## src/rtl/charge_timer_defines.svh

```systemverilog
// constants for the charge timer control and scan readout block
`ifndef CHARGE_TIMER_DEFINES_SVH
`define CHARGE_TIMER_DEFINES_SVH

`define CT_CLK_HZ          25000000
`define CT_COUNTER_W       10
`define CT_SCAN_LEN        49
`define CT_AUX_W           39
`define CT_BURST_PERIODS   3'h4
`define CT_TICKS_PER_PER   5'h10
`define CT_TICKS_HALF      5'h08
`define CT_DEBOUNCE_MS     10
`define CT_DEBOUNCE_CYC    ((`CT_DEBOUNCE_MS * `CT_CLK_HZ + 999) / 1000)
`define CT_DEB_W           20
`define CT_COUNTER_RST     10'h000
`define CT_AUX_RST         39'h00_0000_0000

`endif

```

## src/rtl/charge_timer_pkg.sv

```systemverilog
// types for the charge timer control and scan readout block
`include "charge_timer_defines.svh"

package charge_timer_pkg;

  typedef enum logic [1:0] {
    BURST_IDLE,
    BURST_HIGH,
    BURST_LOW
  } burst_e;

  typedef struct packed {
    logic [1:0]               por_sync;
    logic                     por_prev;
    logic                     por_latch;
    logic                     reset_ack;
    logic [1:0]               sel_sync;
    logic [1:0]               sclk_sync;
    logic                     sclk_prev;
    logic [1:0]               sin_sync;
    logic [1:0]               dis_sync;
    logic [`CT_DEB_W-1:0]     deb_cnt;
    logic                     dis_stable;
    logic                     dis_start;
    burst_e                   burst;
    logic [4:0]               tick_cnt;
    logic [2:0]               period_cnt;
    logic [`CT_COUNTER_W-1:0] counter;
    logic [`CT_AUX_W-1:0]     aux;
    logic                     pin_out;
  } state_s;

endpackage : charge_timer_pkg

```

## src/rtl/charge_timer_ctrl.sv

```systemverilog
// control logic: low-battery burst, power-on reset sync, debounce, scan readout
`timescale 1ns/1ps
`include "charge_timer_defines.svh"

// Behaviour
// - battery-low due gives exactly four square periods at 50% duty
// - each period lasts sixteen self-discharge ticks from the divider
// - rising supply sets reset; it reaches logic only after clock synchronisation
// - after all flops clear, an acknowledge clears the reset latch
// - discharge switch is debounced, ignoring bounce up to 10 ms
// - scan select high means scan mode; low or open means normal
// - scan mode shifts counter bits out on the shared output pin
// - counter MSB shows after last shift, LSB after penultimate, higher earlier
module charge_timer_ctrl #(
  parameter int unsigned DEBOUNCE_CYCLES = `CT_DEBOUNCE_CYC
) (
  input  wire logic                     sys_clk_i,              // 25 MHz on-chip clock
  input  wire logic                     arst_n_i,               // async reset, active low
  input  wire logic                     supply_up_i,            // supply sense, high when up
  input  wire logic                     discharge_request_n_i,  // switch, low when pressed
  input  wire logic                     scan_select_i,          // high selects scan mode
  input  wire logic                     scan_clk_i,             // shift clock on osc pin
  input  wire logic                     scan_serial_in_i,       // serial data into chain
  input  wire logic                     battery_low_due_i,      // pulse: start low burst
  input  wire logic                     self_tick_i,            // pulse: one f_S cycle
  input  wire logic                     count_up_i,             // pulse: counter up
  input  wire logic                     count_down_i,           // pulse: counter down
  output logic                          indicator_scan_o,       // shared low/scan pin
  output logic                          reset_ack_o,            // acknowledge pulse
  output logic                          discharge_start_o,      // debounced start pulse
  output logic                          logic_reset_o,          // synchronised reset level
  output logic [`CT_COUNTER_W-1:0]      counter_o               // counter value
);

  // the debounce counter is CT_DEB_W bits wide, so the window must fit in it;
  // a window of zero cycles would let every bounce edge through as a press
  if (DEBOUNCE_CYCLES < 1 || DEBOUNCE_CYCLES >= (1 << `CT_DEB_W)) begin : g_bad_debounce
    $error("DEBOUNCE_CYCLES out of range");
  end

  // last count of the debounce window
  localparam logic [`CT_DEB_W-1:0] DEB_LAST = `CT_DEB_W'(DEBOUNCE_CYCLES - 1);

  // whole state of the block in one struct, registered once
  charge_timer_pkg::state_s st;
  charge_timer_pkg::state_s next_st;

  // chain order: stage 0 is fed from scan input, stage 48 leaves first
  // stage 0 holds the counter msb and stages 1..9 hold bits 0..8, so the msb
  // is the last bit to leave and the lsb the one before it; the 39 stages
  // above the counter stand in for the divider and control flops of the
  // scan line, which this block keeps only as shift storage
  function automatic logic [`CT_SCAN_LEN-1:0] pack_chain(
    input logic [`CT_COUNTER_W-1:0] cnt,
    input logic [`CT_AUX_W-1:0]     aux
  );
    return {aux, cnt[8:0], cnt[9]};
  endfunction : pack_chain

  // next-state logic for every part of the block
  // priority: the synchronised reset wins over scan, and scan freezes the
  // counter, the debounce and the burst so that a readout never changes
  // what it reads; the power-on latch set is applied last so that a supply
  // rise that meets the acknowledge is never lost
  always_comb begin
    logic [`CT_SCAN_LEN-1:0] chain;
    logic                    sclk_rise;
    logic                    scan_mode;
    chain     = pack_chain(st.counter, st.aux);
    next_st   = st;
    sclk_rise = st.sclk_sync[1] & ~st.sclk_prev;
    scan_mode = st.sel_sync[1];

    // two-flop synchronisers on every pin input
    // only the second flop of each pair is read below; the first may still
    // be settling from a metastable capture
    next_st.por_sync  = {st.por_sync[0], supply_up_i};
    next_st.sel_sync  = {st.sel_sync[0], scan_select_i};
    next_st.sclk_sync = {st.sclk_sync[0], scan_clk_i};
    next_st.sin_sync  = {st.sin_sync[0], scan_serial_in_i};
    next_st.dis_sync  = {st.dis_sync[0], ~discharge_request_n_i};
    next_st.por_prev  = st.por_sync[1];
    next_st.sclk_prev = st.sclk_sync[1];
    next_st.reset_ack = 1'b0;
    next_st.dis_start = 1'b0;

    if (st.por_latch) begin
      // clear all working state while the synchronised reset holds
      // the acknowledge follows once every flop has taken its clear value
      next_st.deb_cnt    = '0;
      next_st.dis_stable = 1'b0;
      next_st.burst      = charge_timer_pkg::BURST_IDLE;
      next_st.tick_cnt   = '0;
      next_st.period_cnt = '0;
      next_st.counter    = `CT_COUNTER_RST;
      next_st.aux        = `CT_AUX_RST;
      next_st.pin_out    = 1'b0;
      // one cycle of clearing done, so acknowledge and drop the latch
      next_st.reset_ack  = 1'b1;
      next_st.por_latch  = 1'b0;
    end else if (scan_mode) begin
      // normal operation frozen; only shifting moves state
      // scan clock edges are found on the synchronised level, so the host
      // must hold each level for at least one system clock or a shift is missed
      if (sclk_rise) begin
        next_st.pin_out = chain[`CT_SCAN_LEN-1];
        chain           = {chain[`CT_SCAN_LEN-2:0], st.sin_sync[1]};
        next_st.counter = {chain[0], chain[9:1]};
        next_st.aux     = chain[`CT_SCAN_LEN-1:`CT_COUNTER_W];
      end
    end else begin
      // counter follows the timing control pulses
      // up and down together cancel, which keeps the count exact
      if (count_up_i && !count_down_i)
        next_st.counter = st.counter + `CT_COUNTER_W'(1);
      else if (count_down_i && !count_up_i)
        next_st.counter = st.counter - `CT_COUNTER_W'(1);

      // switch must stay at one level for the full window to count
      // a bounce back to the old level clears the count, so only a level
      // that stands for the whole window starts a discharge
      if (st.dis_sync[1] == st.dis_stable) begin
        next_st.deb_cnt = '0;
      end else if (st.deb_cnt == DEB_LAST) begin
        next_st.deb_cnt    = '0;
        next_st.dis_stable = st.dis_sync[1];
        next_st.dis_start  = st.dis_sync[1];
      end else begin
        next_st.deb_cnt = st.deb_cnt + `CT_DEB_W'(1);
      end

      // low-battery burst: high half then low half, counted in f_S ticks
      // the burst ignores a new request while it runs; the divider tick
      // paces both halves, so the duty cycle is exact whatever the tick rate
      case (st.burst)
        charge_timer_pkg::BURST_IDLE: begin
          // pin rises one cycle after the request
          next_st.pin_out = 1'b0;
          if (battery_low_due_i) begin
            next_st.burst      = charge_timer_pkg::BURST_HIGH;
            next_st.tick_cnt   = '0;
            next_st.period_cnt = '0;
            next_st.pin_out    = 1'b1;
          end
        end
        charge_timer_pkg::BURST_HIGH: begin
          next_st.pin_out = 1'b1;
          if (self_tick_i) begin
            next_st.tick_cnt = st.tick_cnt + 5'h01;
            if (st.tick_cnt + 5'h01 == `CT_TICKS_HALF) begin
              next_st.burst   = charge_timer_pkg::BURST_LOW;
              next_st.pin_out = 1'b0;
            end
          end
        end
        charge_timer_pkg::BURST_LOW: begin
          next_st.pin_out = 1'b0;
          if (self_tick_i) begin
            next_st.tick_cnt = st.tick_cnt + 5'h01;
            if (st.tick_cnt + 5'h01 == `CT_TICKS_PER_PER) begin
              next_st.tick_cnt   = '0;
              next_st.period_cnt = st.period_cnt + 3'h1;
              if (st.period_cnt + 3'h1 == `CT_BURST_PERIODS) begin
                next_st.burst = charge_timer_pkg::BURST_IDLE;
              end else begin
                next_st.burst   = charge_timer_pkg::BURST_HIGH;
                next_st.pin_out = 1'b1;
              end
            end
          end
        end
        default: begin
          // an illegal state returns to idle with the pin low
          next_st.burst   = charge_timer_pkg::BURST_IDLE;
          next_st.pin_out = 1'b0;
        end
      endcase
    end

    // a rising supply sets the latch; set wins over the acknowledge
    // the edge is taken on the synchronised level, one cycle after it settles
    if (st.por_sync[1] && !st.por_prev)
      next_st.por_latch = 1'b1;

    // leaving scan mode needs no extra step: the burst case drives the pin
    // on every normal cycle, so the last shifted bit is dropped at once
  end

  // single state register; reset value puts the latch up so logic starts clean
  // the supply sync flops start high so that the release of the async reset
  // is not seen as a second supply rise and acknowledged twice
  always_ff @(posedge sys_clk_i or negedge arst_n_i) begin
    if (!arst_n_i) begin
      st            <= '0;
      st.por_latch  <= 1'b1;
      st.burst      <= charge_timer_pkg::BURST_IDLE;
      st.dis_stable <= 1'b0;
      st.por_sync   <= 2'h3;
      st.por_prev   <= 1'b1;
    end else begin
      st <= next_st;
    end
  end

  // all outputs straight from state flops
  // the shared pin shows the burst in normal mode and the chain in scan mode
  assign indicator_scan_o  = st.pin_out;
  assign reset_ack_o       = st.reset_ack;
  assign discharge_start_o = st.dis_start;
  assign logic_reset_o     = st.por_latch;
  assign counter_o         = st.counter;

endmodule : charge_timer_ctrl

```

## config.mk

```make
export PLATFORM = sky130hd
export DESIGN_NAME = charge_timer_ctrl
export DESIGN_NICKNAME = d
export VERILOG_FILES = /design/src/rtl/charge_timer_pkg.sv /design/src/rtl/charge_timer_ctrl.sv
export VERILOG_INCLUDE_DIRS = /design/src /design/src/rtl
export SDC_FILE = /design/constraint.sdc
export NUM_CORES = 1
export LEC_CHECK = 0
export ABC_CLOCK_PERIOD_IN_PS = 2200
export BUFFER_PORTS_ARGS = -buffer_cell sky130_fd_sc_hd__buf_2
export CORE_ASPECT_RATIO = 1.4
export CORE_MARGIN = 2
export CORE_UTILIZATION = 25
export CTS_BUF_LIST = sky130_fd_sc_hd__clkbuf_4
export DETAILED_ROUTE_END_ITERATION = 7
export HOLD_SLACK_MARGIN = 0.15
export PLACE_DENSITY_LB_ADDON = 0.05
export REMOVE_ABC_BUFFERS = 1
export SYNTH_ARGS = -nofsm -noshare
export SYNTH_HDL_FRONTEND = slang
export SYNTH_SLANG_ARGS = --single-unit
```

## constraint.sdc

```tcl
create_clock -name sys_clk_i -period 2.2 [get_ports sys_clk_i]
set_input_delay 0.33 -clock sys_clk_i [delete_from_list [all_inputs] [get_ports sys_clk_i]]
set_output_delay 0.33 -clock sys_clk_i [all_outputs]
set_load 0.02 [all_outputs]
```

==> impl_metrics.toml <==
[critical_path]
critPathKind = "reg2reg"
worst_ep_required_time_ps = 2590
r2r-start = "st[53]$_DFFE_PN0P_"
crit_path_start_kind = "register"
end_kind = "register"
rr_worst_depth = 6
worstPathArrival_ps = 2520
crit_fanout = 5
r2r_end = "st[59]$_DFFE_PN0P_"
reg2reg_slack_ps = 70

[synthesis]
avgSynthCellArea_um2 = 10.5
ys_seq_area_share_pct = 48.5
ys_seq_elements = 96
ys_types = 71
yosys_warnings = 0
synth_ff_type = "dfrtp_1"
synthesis.area_um2 = 4960
synthArstFlopShare_pct = 100
synth-edff-count = 0
netlist_instances = 472

[die]
fp.dieH_um = 171
fp.dieW_um = 123
rows = 60
core_region_area_um2 = 19400
start_util_pct = 25.6
pin_count = 25
fp.dieArea_um2 = 21000

[drt]
detail_route.first_pass.iterations = 4
wl_mm = 11.7
vias = 3799
drc = 0
ant_nets = 0
wl_per_cell_um = 14.9
drtIter0Drc = 153
via_per_inst = 4.86

[sta]
worst_slack_ps = 66.1
fin_skew_ps = 17.5
fin_crit_sh_pct = 97.0
fmax_mhz = 469
relSlewSlack_pct = 68.5
setup_viol = 0
fin_crit_ps = 2130
tightest_slew_ps = 472
rsz0062_at_grt = "no"
slew_viol_final = 0
hold_viol_final = 0

[worst_hold_path]
hold_path.class = "in2reg"
hp-start = "battery_low_due_i"
hold_depth = 4
whs_endpoint = "indicator_scan_o$_DFFE_PN0P_"

[finish]
area_growth_pct = 17.3
drive_above_1_share_pct = 20.3
final_cell_mix = "dfrtp_1 (92), a22o_1 (44), buf_4 (43), nand2_1 (32), nor2_1 (25)"
fin_cells = 782
layout_commonest_cell = "dfrtp_1"
final_nets = 558

[power_and_ir_drop]
seqPwrFrac_pct = 47.7
clkPwrFrac_pct = 22.9
switching_power_mw = 1.49
swShare_pct = 36.0
p_leak_nw = 2.58
combPwrFrac_pct = 29.4
power.density_nw_per_um2 = 711
internal-power_mw = 2.65
ir_drop_mv = 0.248

[place]
gp_congestion = 0.732
dp.cells = 756
io_buffers = 24
post-dp-hpwl_mm = 7.96
pre_cts_slack_ps = -207

[clocking]
clk_pin_slew_ps = 170
insertion_delay_ps = 480
cts-htree-levels = 3
numCtsBuffers = 9
clockBufferDepth = 2
cts.sinks = 96
cts_tree = "yes"
clockRootBuffer = "clkbuf_4"

[global_routing]
grt_usage_pct = 11.8
antenna_found_initial = 2
grt_max_degree = 40
grt_pass1_wl_mm = 19.6
grt_pass1_vias = 3843
overflow = 0

[flow_run]
drv_cap = 0

[outcome]
outcome = "completed"
-- sequential cells by signal (all words and copies together) (netlist names) --
name and cells:
counter_o 10, indicator_scan_o 1, st 75, logic_reset_o 1, reset_ack_o 1, discharge_start_o 1
next_st 7
-- final cells by class --
cell class	instances	area (um^2)
Timing Repair Buffer	76	578
Tap cell	248	310
Inverter	18	67.6
Sequential cell	96	2410
Clock buffer	9	67.6
Antenna cell	2	5.00
Fill cell	2041	13600
Clock inverter	7	52.6
Multi-Input combinational cell	326	2330
-- cell families (layout without fill, tap and decap cells) --
| family | after synthesis | count (layout) | synth area share [%] |
|---|---|---|---|
| AO/OA/AOI/OAI | 147 | 147 | 22.3 |
| AND/OR/NAND/NOR | 141 | 141 | 15.4 |
| flip-flops | 96 | 96 | 48.5 |
| buffers and inverters | 50 | 110 | 4.95 |
| adder cells (fa/ha/maj) | 20 | 20 | 5.20 |
| multiplexers | 13 | 13 | 2.75 |
| XOR/XNOR | 5 | 5 | 0.883 |
| other | 0 | 2 | 0 |
-- worst max-delay path, stage by stage, from the launching register on --
cell and delay, ps:
dfrtp_1 460, ha_2 210, or4b_4 540, o31ai_4 110, a21oi_4 110, or4_1 520
o31ai_1 90
-- synthesized netlist by cell type, drive strengths merged, types with 2 or more instances --
cell type	n	area [um^2]
a2111oi	2	23.8
inv	18	67.6
a311oi	4	35.0
nand3	16	80.1
a21oi	26	141
o31ai	2	28.8
a311o	2	20.0
nor3	12	76.3
xnor2	4	35.0
or2	2	12.5
a31oi	19	119
dfrtp	92	2300
a211oi	4	42.5
a22o	44	385
and3	3	18.8
nor3b	2	15.0
and2	3	18.8
a32o	2	20.0
or4b	2	23.8
a211o	2	17.5
mux2	2	22.5
nand2b	13	81.3
nand2	32	120
o31a	2	17.5
nor2	26	97.6
nor4	3	25.0
a21o	2	15.0
o21ai	20	100
and4	4	35.0
a41oi	4	35.0
buf	18	121
dfstp	4	105
nor2b	8	50.1
ha	19	238
clkbuf	14	56.3
mux2i	11	114
nand3b	2	15.0
nand4	8	50.1
o21a	3	22.5
-- power by group through the flow --
stage | clock network, mW | logic, mW | registers [mW]
floorplan | 0 | 0.667 | 2.06
finish | 0.946 | 1.22 | 1.97
CTS | 1.01 | 1.22 | 1.98
global placement | 0 | 1.20 | 2.01
detailed placement | 0 | 1.20 | 2.01
global route | 1.09 | 1.37 | 1.99
-- timing repair --
action | 4_1_cts | 5_1_grt
setup endpoints to repair | 0 | 8
hold buffers | 6 | 0
hold endpoints to repair | 55 | 0
resized for setup | 0 | 5
setup buffers | 0 | 2
-- worst max-delay path by stage --
stage | endpoint | from | slack (ps) | cells after the start
floorplan | st[10]$_DFFE_PN0P_ | st[90]$_DFF_PN0_ | -630 | 3
global placement | counter_o[6]$_DFFE_PN0P_ | count_up_i | -180 | 9
detailed placement | counter_o[8]$_DFFE_PN0P_ | count_up_i | -210 | 9
CTS | st[59]$_DFFE_PN0P_ | st[53]$_DFFE_PN0P_ | 30 | 6
global route | st[59]$_DFFE_PN0P_ | st[53]$_DFFE_PN0P_ | 10 | 6
finish | st[59]$_DFFE_PN0P_ | st[53]$_DFFE_PN0P_ | 70 | 6
-- through the flow --
step	power [mW]	util (%)	setup TNS, ps	hold slack (ps)	cell area (um^2)
floorplan	2.73	-	-25660	34.4	4780
global placement	3.21	28.9	-582	329	5600
detailed placement	3.21	28.9	-785	325	5600
CTS	4.21	29.8	0	198	5780
global route	4.46	30.0	0	210	5820
finish	4.14	30.0	0	229	5820
-- routing by layer --
metal  global-route usage [%]  vias to the layer above  part of all wire [%]
met5                        0                        -                     0
met4                     4.55                        0                   1.7
met3                     2.27                       14                   2.5
met2                     18.9                       47                    48
met1                     15.7                     1873                    48
li1                         -                     1865                     -
(Power assumes the default switching activity.)
